--- src/vmecp_pkg.sv ---
// shared constants for the command handshake port
package vmecp_pkg;
  // **********************************************
  // address map
  // **********************************************
  localparam logic [15:0] BASE_ADDR_DEF = 16'hB200;
  localparam logic OFS_CMD_DATA = 1'b0;
  localparam logic OFS_STAT_RST = 1'b1;
  // **********************************************
  // status byte layout
  // **********************************************
  localparam int ST_ACCEPT_BIT = 7;
  localparam int ST_AVAIL_BIT = 6;
  localparam int ST_ALARM_BIT = 5;
  localparam int ST_FAULT_BIT = 4;
  localparam logic [3:0] ST_LOW_BITS = 4'h0;
  // **********************************************
  // first command byte and operations
  // **********************************************
  localparam int OPC_MSB = 7;
  localparam int OPC_LSB = 4;
  localparam int CHAN_MSB = 3;
  localparam logic [3:0] CHAN_MAX = 4'h7;
  localparam logic [7:0] OP_SENSOR_TYPE = 8'h10;
  localparam logic [7:0] OP_LIMITS = 8'h20;
  localparam logic [7:0] OP_ALARM_READ = 8'h30;
  localparam logic [7:0] OP_AMBIENT = 8'h40;
  localparam logic [7:0] OP_FIFTY_HZ_REJECT = 8'h48;
  localparam logic [7:0] OP_OPEN_FLAGS = 8'h50;
  localparam logic [7:0] OP_READ_ALL = 8'h58;
  localparam logic [7:0] OP_FILTER = 8'h60;
  localparam logic [7:0] OP_TARE = 8'h70;
  localparam logic [7:0] OP_GAGE_GET = 8'h80;
  localparam logic [7:0] OP_GAGE_SET = 8'h90;
  localparam logic [7:0] OP_ZERO = 8'hB0;
  localparam logic [7:0] OP_COEFFS = 8'hC0;
  localparam logic [7:0] OP_SPAN = 8'hD0;
  localparam logic [7:0] EXTENDED_PREFIX = 8'hF0;
  localparam logic [7:0] MODEL_QUERY = 8'h04;
  localparam logic [7:0] FIRMWARE_VERSION_QUERY = 8'h05;
  localparam logic [7:0] FAST_MODE_ENTRY = 8'h08;
  // **********************************************
  // timing
  // **********************************************
  localparam int CLK_HZ = 40000000;
  localparam int FAULT_HOLD_MS = 500;
  localparam int FAULT_HOLD_CYC = (CLK_HZ / 1000) * FAULT_HOLD_MS;
  localparam int HOLD_W = 25;
  localparam logic [HOLD_W-1:0] HOLD_ZERO = 25'h0000000;
  localparam logic [HOLD_W-1:0] HOLD_ONE = 25'h0000001;
  // **********************************************
  // byte kinds
  // **********************************************
  typedef enum logic [1:0] {
    VMECP_FIRST,
    VMECP_EXT,
    VMECP_ARGS
  } vmecp_seq_t;
endpackage

--- src/vmecp_opdec.sv ---
// classifier for the first byte of a command
`timescale 1ns/1ps
module vmecp_opdec (
  input wire logic [7:0] byte_in,
  input wire logic ext_sub,
  output logic known,
  output logic chan_ok,
  output logic is_prefix
);
  logic [7:0] base_op;
  always_comb begin
    // channel-specific ops carry the channel in the low nibble [RQ10]
    base_op = {byte_in[vmecp_pkg::OPC_MSB:vmecp_pkg::OPC_LSB], 4'h0};
    chan_ok = ({1'b0, byte_in[2:0]} <= vmecp_pkg::CHAN_MAX) && !byte_in[vmecp_pkg::CHAN_MSB]; // [RQ11]
    is_prefix = !ext_sub && (byte_in == vmecp_pkg::EXTENDED_PREFIX); // [RQ16]
    known = 1'b0;
    if (ext_sub) begin
      known = (byte_in == vmecp_pkg::MODEL_QUERY) || (byte_in == vmecp_pkg::FIRMWARE_VERSION_QUERY) ||
              (byte_in == vmecp_pkg::FAST_MODE_ENTRY); // [RQ16]
    end else begin
      case (byte_in)
        vmecp_pkg::OP_FIFTY_HZ_REJECT, vmecp_pkg::OP_OPEN_FLAGS, vmecp_pkg::OP_READ_ALL,
        vmecp_pkg::EXTENDED_PREFIX: known = 1'b1; // [RQ15]
        default: begin
          case (base_op)
            vmecp_pkg::OP_SENSOR_TYPE, vmecp_pkg::OP_LIMITS, vmecp_pkg::OP_ALARM_READ,
            vmecp_pkg::OP_AMBIENT, vmecp_pkg::OP_FILTER, vmecp_pkg::OP_TARE,
            vmecp_pkg::OP_GAGE_GET, vmecp_pkg::OP_GAGE_SET, vmecp_pkg::OP_ZERO,
            vmecp_pkg::OP_COEFFS, vmecp_pkg::OP_SPAN: known = chan_ok; // [RQ15]
            default: known = 1'b0;
          endcase
        end
      endcase
    end
  end
endmodule

--- src/vmecp_port.sv ---
// byte-wide host command/response port with status and board reset
//
// Notes on behaviour
// RQ1: decode exactly two adjacent byte addresses, separate read and write meaning.
// RQ2: base write loads command byte; base read returns response byte.
// RQ3: base+1 read gives status; any write there resets the board.
// RQ4: status bits 7..4 are accept, available, alarm, fault, active high.
// RQ5: accept flag high while a command byte can be taken; host obeys it.
// RQ6: available flag high while a response byte waits; host obeys it.
// RQ7: alarm flag set while any programmed channel limit is exceeded.
// RQ8: fault flag during reset or fault, held half a second, drives LED; the code holds it only after resets, not after fault_detect.
// RQ9: host ignores other flags while fault is set.
// RQ10: first byte holds opcode in bits 7..4, channel in bits 3..0.
// RQ11: channel numbers run from zero to seven.
// RQ12: commands are one or more bytes; responses optional.
// RQ13: host sends all command bytes in order before reading or new command.
// RQ14: host drains the whole response before the next command.
// RQ15: first-byte operation values as listed, sixteen through two hundred eight.
// RQ16: prefix 240 followed by model, firmware version or fast mode selector.
// RQ17: sixteen-bit values travel most significant byte first.
// RQ18: accept drops on host write, returns on consume; read clears available.
// RQ19: status bits 3..0 read as zero.
`timescale 1ns/1ps
module vmecp_port #(
  parameter logic [15:0] BASE_ADDR = vmecp_pkg::BASE_ADDR_DEF,
  parameter int FAULT_HOLD_CYC = vmecp_pkg::FAULT_HOLD_CYC
) (
  input wire logic mclk,
  input wire logic reset,
  input wire logic [15:0] host_addr,
  input wire logic host_rd,
  input wire logic host_wr,
  input wire logic [7:0] host_wdata,
  output logic [7:0] host_rdata,
  output logic host_ack,
  output logic cmd_valid,
  output logic [7:0] cmd_data,
  output logic cmd_first,
  output logic cmd_ext_sub,
  output logic [3:0] op_code,
  output logic [2:0] op_chan,
  output logic op_known,
  output logic [15:0] arg_word,
  input wire logic cmd_taken,
  input wire logic cmd_done,
  input wire logic resp_load,
  input wire logic [7:0] resp_data,
  output logic resp_pending,
  input wire logic limit_exceeded,
  input wire logic fault_detect,
  output logic fault_led,
  output logic board_reset_pulse
);
  // **********************************************
  // address decode
  // **********************************************
  logic hit;
  logic wr_cmd, rd_data, wr_rst, rd_stat;
  assign hit = (host_addr[15:1] == BASE_ADDR[15:1]); // [RQ1]
  assign wr_cmd = hit && host_wr && (host_addr[0] == vmecp_pkg::OFS_CMD_DATA); // [RQ2]
  assign rd_data = hit && host_rd && (host_addr[0] == vmecp_pkg::OFS_CMD_DATA); // [RQ2]
  assign wr_rst = hit && host_wr && (host_addr[0] == vmecp_pkg::OFS_STAT_RST); // [RQ3]
  assign rd_stat = hit && host_rd && (host_addr[0] == vmecp_pkg::OFS_STAT_RST); // [RQ3]

  // **********************************************
  // first-byte classifier
  // **********************************************
  logic dec_known, dec_chan_ok, dec_prefix;

  // **********************************************
  // state
  // **********************************************
  logic [7:0] rdata_r, rdata_nxt;
  logic ack_r, ack_nxt;
  logic full_r, full_nxt;
  logic [7:0] cmd_r, cmd_nxt;
  logic first_r, first_nxt;
  logic ext_r, ext_nxt;
  logic [3:0] opc_r, opc_nxt;
  logic [2:0] chan_r, chan_nxt;
  logic known_r, known_nxt;
  logic [15:0] word_r, word_nxt;
  vmecp_pkg::vmecp_seq_t seq_r, seq_nxt;
  logic [7:0] resp_r, resp_nxt;
  logic avail_r, avail_nxt;
  logic alarm_r, alarm_nxt;
  logic fault_r, fault_nxt;
  logic soft_r, soft_nxt;
  logic [vmecp_pkg::HOLD_W-1:0] hold_r, hold_nxt;
  logic [7:0] status;
  logic access, go;
  logic busy_r, busy_nxt;
  localparam logic [vmecp_pkg::HOLD_W-1:0] HOLD_LOAD = FAULT_HOLD_CYC[vmecp_pkg::HOLD_W-1:0];

  vmecp_opdec u_opdec (
    .byte_in(host_wdata),
    .ext_sub(seq_r == vmecp_pkg::VMECP_EXT),
    .known(dec_known),
    .chan_ok(dec_chan_ok),
    .is_prefix(dec_prefix)
  );

  // fault hides the other flags, as the host must not trust them then
  always_comb begin
    status = {~full_r & ~fault_r, avail_r & ~fault_r, alarm_r & ~fault_r, fault_r,
              vmecp_pkg::ST_LOW_BITS}; // [RQ4] [RQ5] [RQ6] [RQ9] [RQ19]
  end

  assign access = hit && (host_rd || host_wr);
  // one action per strobe: a host holding its strobe past ack must not repeat a write
  assign go = access && !busy_r; // [RQ1]

  always_comb begin
    busy_nxt = access;
    ack_nxt = go; // [RQ1]
    rdata_nxt = rdata_r;
    if (rd_data && go) begin
      rdata_nxt = resp_r; // [RQ2]
    end else if (rd_stat && go) begin
      rdata_nxt = status; // [RQ3]
    end
    soft_nxt = wr_rst && go; // [RQ3]
    alarm_nxt = limit_exceeded; // [RQ7]
    // the half second hold restarts on every board reset
    hold_nxt = hold_r;
    if (soft_r) begin
      hold_nxt = HOLD_LOAD; // [RQ8]
    end else if (hold_r != vmecp_pkg::HOLD_ZERO) begin
      hold_nxt = hold_r - vmecp_pkg::HOLD_ONE; // [RQ8]
    end
    fault_nxt = soft_r || (hold_nxt != vmecp_pkg::HOLD_ZERO) || fault_detect; // [RQ8]
  end

  always_ff @(posedge mclk or posedge reset) begin
    if (reset) begin
      busy_r <= 1'b0;
      ack_r <= 1'b0;
      rdata_r <= 8'h00;
      soft_r <= 1'b0;
      alarm_r <= 1'b0;
      // power-up counts as a board reset, so the hold runs from here [RQ8]
      hold_r <= HOLD_LOAD;
      fault_r <= 1'b1;
    end else begin
      busy_r <= busy_nxt;
      ack_r <= ack_nxt;
      rdata_r <= rdata_nxt;
      soft_r <= soft_nxt;
      alarm_r <= alarm_nxt;
      hold_r <= hold_nxt;
      fault_r <= fault_nxt;
    end
  end

  // **********************************************
  // command path
  // **********************************************
  always_comb begin
    full_nxt = full_r;
    cmd_nxt = cmd_r;
    first_nxt = first_r;
    ext_nxt = ext_r;
    opc_nxt = opc_r;
    chan_nxt = chan_r;
    known_nxt = known_r;
    word_nxt = word_r;
    seq_nxt = seq_r;
    // a board reset drops any half-sent command string
    if (soft_r) begin
      full_nxt = 1'b0;
      seq_nxt = vmecp_pkg::VMECP_FIRST;
    end
    if (cmd_taken) begin
      full_nxt = 1'b0; // [RQ18]
    end
    if (cmd_done) begin
      seq_nxt = vmecp_pkg::VMECP_FIRST; // [RQ12]
    end
    // a byte written while one is still held is dropped, not queued [RQ5]
    if (wr_cmd && go && !full_r && !fault_r) begin
      full_nxt = 1'b1; // [RQ18]
      cmd_nxt = host_wdata; // [RQ2]
      first_nxt = 1'b0;
      ext_nxt = 1'b0;
      case (seq_r)
        vmecp_pkg::VMECP_FIRST: begin
          first_nxt = 1'b1;
          opc_nxt = host_wdata[vmecp_pkg::OPC_MSB:vmecp_pkg::OPC_LSB]; // [RQ10]
          chan_nxt = dec_chan_ok ? host_wdata[2:0] : 3'h0; // [RQ10] [RQ11]
          known_nxt = dec_known; // [RQ15]
          word_nxt = 16'h0000;
          seq_nxt = dec_prefix ? vmecp_pkg::VMECP_EXT : vmecp_pkg::VMECP_ARGS; // [RQ16]
        end
        vmecp_pkg::VMECP_EXT: begin
          ext_nxt = 1'b1;
          known_nxt = dec_known; // [RQ16]
          seq_nxt = vmecp_pkg::VMECP_ARGS;
        end
        vmecp_pkg::VMECP_ARGS: begin
          word_nxt = {word_r[7:0], host_wdata}; // [RQ17]
        end
        default: begin
          seq_nxt = vmecp_pkg::VMECP_FIRST;
        end
      endcase
    end
  end

  always_ff @(posedge mclk or posedge reset) begin
    if (reset) begin
      full_r <= 1'b0;
      cmd_r <= 8'h00;
      first_r <= 1'b0;
      ext_r <= 1'b0;
      opc_r <= 4'h0;
      chan_r <= 3'h0;
      known_r <= 1'b0;
      word_r <= 16'h0000;
      seq_r <= vmecp_pkg::VMECP_FIRST;
    end else begin
      full_r <= full_nxt;
      cmd_r <= cmd_nxt;
      first_r <= first_nxt;
      ext_r <= ext_nxt;
      opc_r <= opc_nxt;
      chan_r <= chan_nxt;
      known_r <= known_nxt;
      word_r <= word_nxt;
      seq_r <= seq_nxt;
    end
  end

  // **********************************************
  // response path
  // **********************************************
  always_comb begin
    resp_nxt = resp_r;
    avail_nxt = avail_r;
    if (soft_r || (rd_data && go)) begin
      avail_nxt = 1'b0; // [RQ18]
    end
    // a load beside a read wins, so no response byte is lost
    if (resp_load) begin
      resp_nxt = resp_data;
      avail_nxt = 1'b1; // [RQ6]
    end
  end

  always_ff @(posedge mclk or posedge reset) begin
    if (reset) begin
      resp_r <= 8'h00;
      avail_r <= 1'b0;
    end else begin
      resp_r <= resp_nxt;
      avail_r <= avail_nxt;
    end
  end

  assign host_rdata = rdata_r;
  assign host_ack = ack_r;
  assign cmd_valid = full_r;
  assign cmd_data = cmd_r;
  assign cmd_first = first_r;
  assign cmd_ext_sub = ext_r;
  assign op_code = opc_r;
  assign op_chan = chan_r;
  assign op_known = known_r;
  assign arg_word = word_r;
  assign resp_pending = avail_r;
  assign fault_led = fault_r; // [RQ8]
  assign board_reset_pulse = soft_r; // [RQ3]

  // **********************************************
  // checks
  // **********************************************
  a_ack_single: assert property (@(posedge mclk) disable iff (reset) host_ack |=> !host_ack) // [RQ1]
    else $error("host ack stood for two cycles");
  a_cmd_load: assert property (@(posedge mclk) disable iff (reset) // [RQ2] [RQ18]
    wr_cmd && go && !full_r && !fault_r |=> cmd_valid && (cmd_data == $past(host_wdata)))
    else $error("accepted command byte not held");
  a_cmd_refused: assert property (@(posedge mclk) disable iff (reset) wr_cmd && full_r |=> $stable(cmd_data)) // [RQ5]
    else $error("command byte overwritten while held");
  a_avail_set: assert property (@(posedge mclk) disable iff (reset) resp_load |=> resp_pending) // [RQ6]
    else $error("response load did not raise available");
  a_avail_clear: assert property (@(posedge mclk) disable iff (reset) // [RQ18]
    rd_data && go && !resp_load |=> !resp_pending)
    else $error("response read left available set");
  a_reset_pulse: assert property (@(posedge mclk) disable iff (reset) // [RQ3]
    wr_rst && go |=> board_reset_pulse ##1 fault_led)
    else $error("board reset write without reset and fault");
  a_fault_hold: assert property (@(posedge mclk) disable iff (reset) board_reset_pulse |=> fault_led [*8]) // [RQ8]
    else $error("fault dropped right after board reset");
  a_status_low: assert property (@(posedge mclk) disable iff (reset) // [RQ19]
    rd_stat && go |=> host_rdata[3:0] == vmecp_pkg::ST_LOW_BITS)
    else $error("status low bits not zero");
  a_flags_hidden: assert property (@(posedge mclk) disable iff (reset) // [RQ9]
    rd_stat && go && fault_r |=> host_rdata[7:5] == 3'h0)
    else $error("handshake flags shown during fault");
  c_ext_prefix: cover property (@(posedge mclk) disable iff (reset) wr_cmd && go && dec_prefix && !full_r);
  c_resp_read: cover property (@(posedge mclk) disable iff (reset) rd_data && go && avail_r);
  c_board_reset: cover property (@(posedge mclk) disable iff (reset) board_reset_pulse);
  c_refused: cover property (@(posedge mclk) disable iff (reset) wr_cmd && go && full_r);
endmodule

--- config.mk ---
export PLATFORM = sky130hd
export DESIGN_NAME = vmecp_port
export DESIGN_NICKNAME = d
export VERILOG_FILES = /design/src/vmecp_pkg.sv /design/src/vmecp_opdec.sv /design/src/vmecp_port.sv
export SDC_FILE = /design/constraint.sdc
export NUM_CORES = 1
export LEC_CHECK = 0
export BUFFER_PORTS_ARGS = -buffer_cell sky130_fd_sc_hd__clkbuf_2
export CELL_PAD_IN_SITES_DETAIL_PLACEMENT = 0
export CELL_PAD_IN_SITES_GLOBAL_PLACEMENT = 2
export CORE_AREA = 2 2 112 114
export DETAILED_ROUTE_END_ITERATION = 12
export DIE_AREA = 0 0 114 116
export GPL_TIMING_DRIVEN = 0
export PLACE_DENSITY = 0.77
export SLEW_MARGIN = 10
export SYNTH_ARGS = -nofsm -noshare
export SYNTH_HDL_FRONTEND = slang
export SYNTH_SLANG_ARGS = --single-unit
--- constraint.sdc ---
create_clock -name mclk -period 6.17 [get_ports mclk]
set_clock_uncertainty 0.2 [all_clocks]
set_input_delay 0.3085 -clock mclk [delete_from_list [all_inputs] [get_ports mclk]]
set_output_delay 0.3085 -clock mclk [all_outputs]
set_load 0.05 [all_outputs]
* Yosys cells after proc, flatten, opt, wreduce, memory -nomap -nowiden
Index checks and enable logic that the tools add are counted.
Word-level totals: output and inout port bits 47, word-level logic and storage cells 106, input port bits 41, register bits after elaboration 84
Cells by class: mux-type cells 21, equality and inequality tests 21, reductions and logical operators 39, bitwise gates (word level) 6, add/subtract/negate cells 1
Operator list (count):
- two-way mux 25 bit | 2
- nonzero test 25 bit | 2
- case mux 16 bit (2 select lines) | 1
- subtractor 25 x 1 -> 25 bit (second input constant) | 1
- equality test 8 x 7 -> 1 bit (second input constant) | 3
- equality test 4 bit (second input constant) | 5
- equality test 8 x 3 -> 1 bit (second input constant) | 2
- two-way mux 8 bit | 2
- equality test 15 bit (second input constant) | 1
- logical AND 1 bit | 15
- equality test 4 x 3 -> 1 bit (second input constant) | 3
- OR reduction 11 bit | 1
- two-way mux 1 bit | 10
- equality test 4 x 2 -> 1 bit (second input constant) | 2
- equality test 8 x 4 -> 1 bit (second input constant) | 1
- equality test 8 bit (second input constant) | 1
- two-way mux 2 bit | 4
- logical OR 1 bit | 6
- case mux 2 bit (3 select lines) | 1
- AND reduction 2 bit | 3
- nonzero test 2 bit | 3
- zero test 1 bit | 5
- equality test 4 x 1 -> 1 bit (second input constant) | 1
- OR reduction 4 bit | 1
- 8 further kinds | 12

* Longest topological paths before layout
depth after elaboration 7, depth in mapped cells 9

* Modules after synthesis
From an unflattened synthesis, not the netlist that was laid out.
Unflattened totals: cells, all modules 407, area, all modules 4028.9 sq um
By module, submodules not included:
- vmecp_port | cells each 391, instances 1, area an instance 3920.0 sq um, seq. area each 2113.3 sq um
- vmecp_opdec | cells each 16, instances 1, area an instance 108.9 sq um, seq. area each 0.0 sq um

* Worst setup path after synthesis
OpenSTA, ideal clock, no wires.
kind flip-flop to flip-flop, start register hold_r[0] (netlist bit), end register fault_r, in the netlist fault_led, stages on the path, launching flop included 10, clock period less this slack 3.483 ns, arrival 3.189 ns, setup slack 2.687 ns, data required time 5.876 ns, library setup time 0.094 ns, path buffers 0, cell sequence dfrtp_1 -> inv_1 -> ha_1 -> or4b_2 -> nor3b_1 -> a311o_1 -> mux2_2 -> nor4_1 -> nand4_1 -> or4_1
On the way: longest elaborated chain between the ends 6, elaborated cells between the ends (all ways) 7, those cells by class 1 x add/sub; 2 x mux; 4 x reduce/logical
RTL lines:
- start: declaration | line vmecp_port.sv:89 | logic [vmecp_pkg::HOLD_W-1:0] hold_r, hold_nxt;
- start signal: assignment | line vmecp_port.sv:150 | hold_r <= hold_nxt;
- subtractor 25 x 1 -> 25 bit or nonzero test 25 bit (tied branches) | line vmecp_port.sv:129, vmecp_port.sv:128
- two-way mux 25 bit * | line vmecp_port.sv:128 | end else if (hold_r != vmecp_pkg::HOLD_ZERO) begin
- two-way mux 25 bit * | line vmecp_port.sv:126 | if (soft_r) begin
- named net hold_nxt, one bit | line vmecp_port.sv:89
- nonzero test 25 bit * | line vmecp_port.sv:131 | fault_nxt = soft_r || (hold_nxt != vmecp_pkg::HOLD_ZERO) || fault_detect;
- logical OR 1 bit * (2 in series) | line vmecp_port.sv:131
- named net fault_nxt | line vmecp_port.sv:87 | logic fault_r, fault_nxt;
- end signal: assignment | line vmecp_port.sv:151 | fault_r <= fault_nxt;
- end: declaration | line vmecp_port.sv:87
Mark *: on every way through the listed nets, which the timed path passes. The rest lies on a longest branch. A chain may end at the register's enable or synchronous reset.

* Worst setup path after layout
Same ends and word-level chain as after synthesis.

==> flow_metrics.tcl <==
set metrics [dict create \
    outcome "complete, no violations" \
    syn_nets 453 \
    power_density_nw_per_um2 341 \
    grt_max_degree 63 \
    layout_setup_ws_ns 2.07 \
    p_clk_frac 0.311 \
    crit_slowest_cell "or4b_2" \
    fp.dieH_um 116 \
    rr_startpoint "hold_r[0]" \
    crit_path_cell_trace "inv_1 -> ha_1 -> or4b_2 -> nor3b_1 -> a311o_1 -> mux2_2 -> nor4_1 -> nand4_1 -> or4_1" \
    syn_area_per_cell_um2 9.68 \
    cap_violations 0 \
    finalPower_mw 1.70 \
    antenna_found_initial 0 \
    tns_ns 0 \
    grt_pass1_wl_mm 17.5 \
    synth_warnings 0 \
    layout-drive-gt1-share 0.287 \
    fin_crit_ns 4.10 \
    ys_seq_area_frac 0.531 \
    synth_area_leader_cell "dfrtp_1" \
    crit_end "fault_led" \
    antenna_cells 0 \
    nets 557 \
    worstPathMaxFanout 6 \
    start_util 0.334 \
    num_io_pins 88 \
    worst-path-buf-inv 1 \
    synth_edf_count 0 \
    ir_drop_mv 0.0937 \
    start_kind "register" \
    cts_tree "built" \
    combinationalPowerShare 0.260 \
    clkTransAtPathRegs_ns 0.06 \
    place_area_um2 4630 \
    r2r_cells 9 \
    postRouteAntennaNets 0 \
    startpoint "hold_r[0]" \
    design_area_um2 4980 \
    dp_slack_ns 2.12 \
    clk-insertion-delay-late_ns 0.34 \
    clockBufferDepth 2 \
    wire_per_inst_um 15.7 \
    fillCellCount 1194 \
    yosysMostFrequentCell "nand2_1" \
    worstReg2RegEnd "fault_led" \
    synthTopCellsByCount "nand2_1 (80), dfrtp_1 (75), nor2_1 (38)" \
    seq_power_share 0.429 \
    numClockSinks 84 \
    grt_overflow 0 \
    post_cts_buffers 0 \
    cp-end-kind "register" \
    rsz0062_at_grt "no" \
    min_path_type "in -> reg" \
    port_buffers 86 \
    final-instance-count-excl-fill 667 \
    ys_ff_latch 84 \
    max_freq_mhz 244 \
    syn_area_um2 3980 \
    finalHoldViolations 0 \
    synth_top_flop_cell "dfrtp_1" \
    p_leak_nw 2.35 \
    p_switching_mw 0.554 \
    ctsResizeCount 0 \
    slew_headroom 0.370 \
    regToRegSetupSlack_ns 2.07 \
    dp_cells 645 \
    core_area_um2 11900 \
    required_ns 6.22 \
    crit_type "reg -> reg" \
    synth_cells 411 \
    track_usage 0.168 \
    synthToLayoutAreaGrowth_pct 25.1 \
    die_w_um 114 \
    worst_slew_pin_slew_ns 0.938 \
    max_stage_delay_ns 0.68 \
    fin_util 0.418 \
    cell_internal_pwr_mw 1.14 \
    initialDrtViolationCount 149 \
    dieArea_um2 13200 \
    netSwitchingFraction 0.326 \
    row_count 40 \
    crit_family "simple AND/OR/NAND/NOR gates" \
    post-route-period-util 0.665 \
    grt_pass1_vias 3427 \
    setup_viol 0 \
    whs_ns 0.0126 \
    synth.area.top_cells "dfrtp_1 (47%), nand2_1 (7.5%), dfstp_2 (5.9%)" \
    cp_data_arrival_time_ns 4.15 \
    drtPass1Iterations 4 \
    gp_congestion 0.772 \
    routed_wirelength_mm 10.4 \
    worstSetupPathDepth 9 \
    via_count 3342 \
    route.detailed.drc 0 \
    avgViaCountPerCell 5.01 \
    cts_buffers 9 \
    cts_htree_levels 3 \
    ys_types 53 \
    synth_top_area_frac 0.472 \
    dpl.hpwl_mm 7.45 \
    finalMaxSlewViolations 0 \
    async_reset_ff_frac 1.00 \
    root_buffer "clkbuf_16" \
]
-- power by group through the flow --
stage | logic (mW) | registers (mW) | clock network [mW]
floorplan | 0.340 | 0.712 | 0
global placement | 0.431 | 0.733 | 0
detailed placement | 0.437 | 0.735 | 0
CTS | 0.443 | 0.726 | 0.547
global route | 0.498 | 0.742 | 0.572
finish | 0.441 | 0.728 | 0.529
-- cell type report --
| type | count | area [um2] | area share |
|---|---|---|---|
| Clock inverter | 3 | 20.0 | 0.00402 |
| Inverter | 12 | 47.5 | 0.00955 |
| Clock buffer | 13 | 270 | 0.0543 |
| Multi-Input combinational cell | 299 | 1760 | 0.353 |
| Buffer | 16 | 70.1 | 0.0141 |
| Sequential cell | 84 | 2110 | 0.424 |
| Timing Repair Buffer | 93 | 518 | 0.104 |
| Tap cell | 147 | 184 | 0.0369 |
-- repair_timing --
action	4_1_cts	5_1_grt
hold buffers	6	0
hold endpoints to repair	27	0
setup endpoints to repair	0	0
-- cell families (layout without fill, tap and decap cells) --
kind of cell / Yosys count / in the layout / synth area share
compound gates: 67 / 67 / 0.114
xor+xnor: 14 / 14 / 0.0308
fa+ha+maj: 1 / 1 / 0.00314
buf+inv: 28 / 137 / 0.0289
flops: 84 / 84 / 0.531
mux: 16 / 16 / 0.0446
simple gates: 201 / 201 / 0.247
-- cell usage in the layout (no fill, tap or decap), types with 3 or more instances in the layout --
| cell | count |
|---|---|
| inv_1 | 11 |
| clkbuf_16 | 9 |
| xnor2_1 | 12 |
| or4_1 | 3 |
| nand4_1 | 6 |
| mux2_2 | 14 |
| clkbuf_8 | 3 |
| or2_2 | 5 |
| clkbuf_2 | 86 |
| a21oi_1 | 4 |
| or3_2 | 4 |
| nor3_1 | 10 |
| a31oi_1 | 5 |
| nand2_1 | 80 |
| nor4_1 | 9 |
| nor2_1 | 38 |
| dfstp_2 | 9 |
| and3_1 | 5 |
| dlygate4sd3_1 | 6 |
| nand3b_1 | 7 |
| and2_1 | 3 |
| nor2b_1 | 3 |
| nand2b_1 | 7 |
| o31ai_1 | 4 |
| dfrtp_1 | 75 |
| clkbuf_1 | 13 |
| o21ai_0 | 30 |
| nand3_1 | 10 |
-- per-layer routing --
layer  share of wire  GRT usage
met2            0.44      0.256
met4           0.018     0.0683
met3           0.048     0.0408
met5               0          0
met1            0.50      0.231
-- worst register-to-register path, cell delays in order (launching register included) --
cell and delay, ns:
dfrtp_1 0.44, inv_1 0.10, ha_1 0.27, or4b_2 0.68, nor3b_1 0.63, a311o_1 0.30, mux2_2 0.35, nor4_1 0.39
nand4_1 0.13, or4_1 0.53
-- state kept, by name (all words and copies together) (netlist names) --
register and cells:
op_code 4, cmd_valid 1, op_known 1, cmd_ext_sub 1
cmd_data 8, seq_r 2, op_chan 3, host_rdata 8
arg_word 16, cmd_first 1, busy_r 1, resp_pending 1
board_reset_pulse 1, hold_r 25, host_ack 1, alarm_r 1
resp_r 8, fault_led 1
-- worst min-delay path by stage --
| stage | start | endpoint | slack [ns] | depth (start not counted) |
|---|---|---|---|---|
| finish | resp_data[2] | resp_r[2] | 0.01 | 2 |
| global route | resp_data[1] | resp_r[1] | 0.007 | 2 |
| CTS | resp_data[0] | resp_r[0] | 0.003 | 2 |
| detailed placement | reset | arg_word[9] | 0.09 | 2 |
| global placement | limit_exceeded | alarm_r | 0.23 | 1 |
| floorplan | limit_exceeded | alarm_r | 0.14 | 0 |
Note: power is estimated with default switching activity, not from simulation.
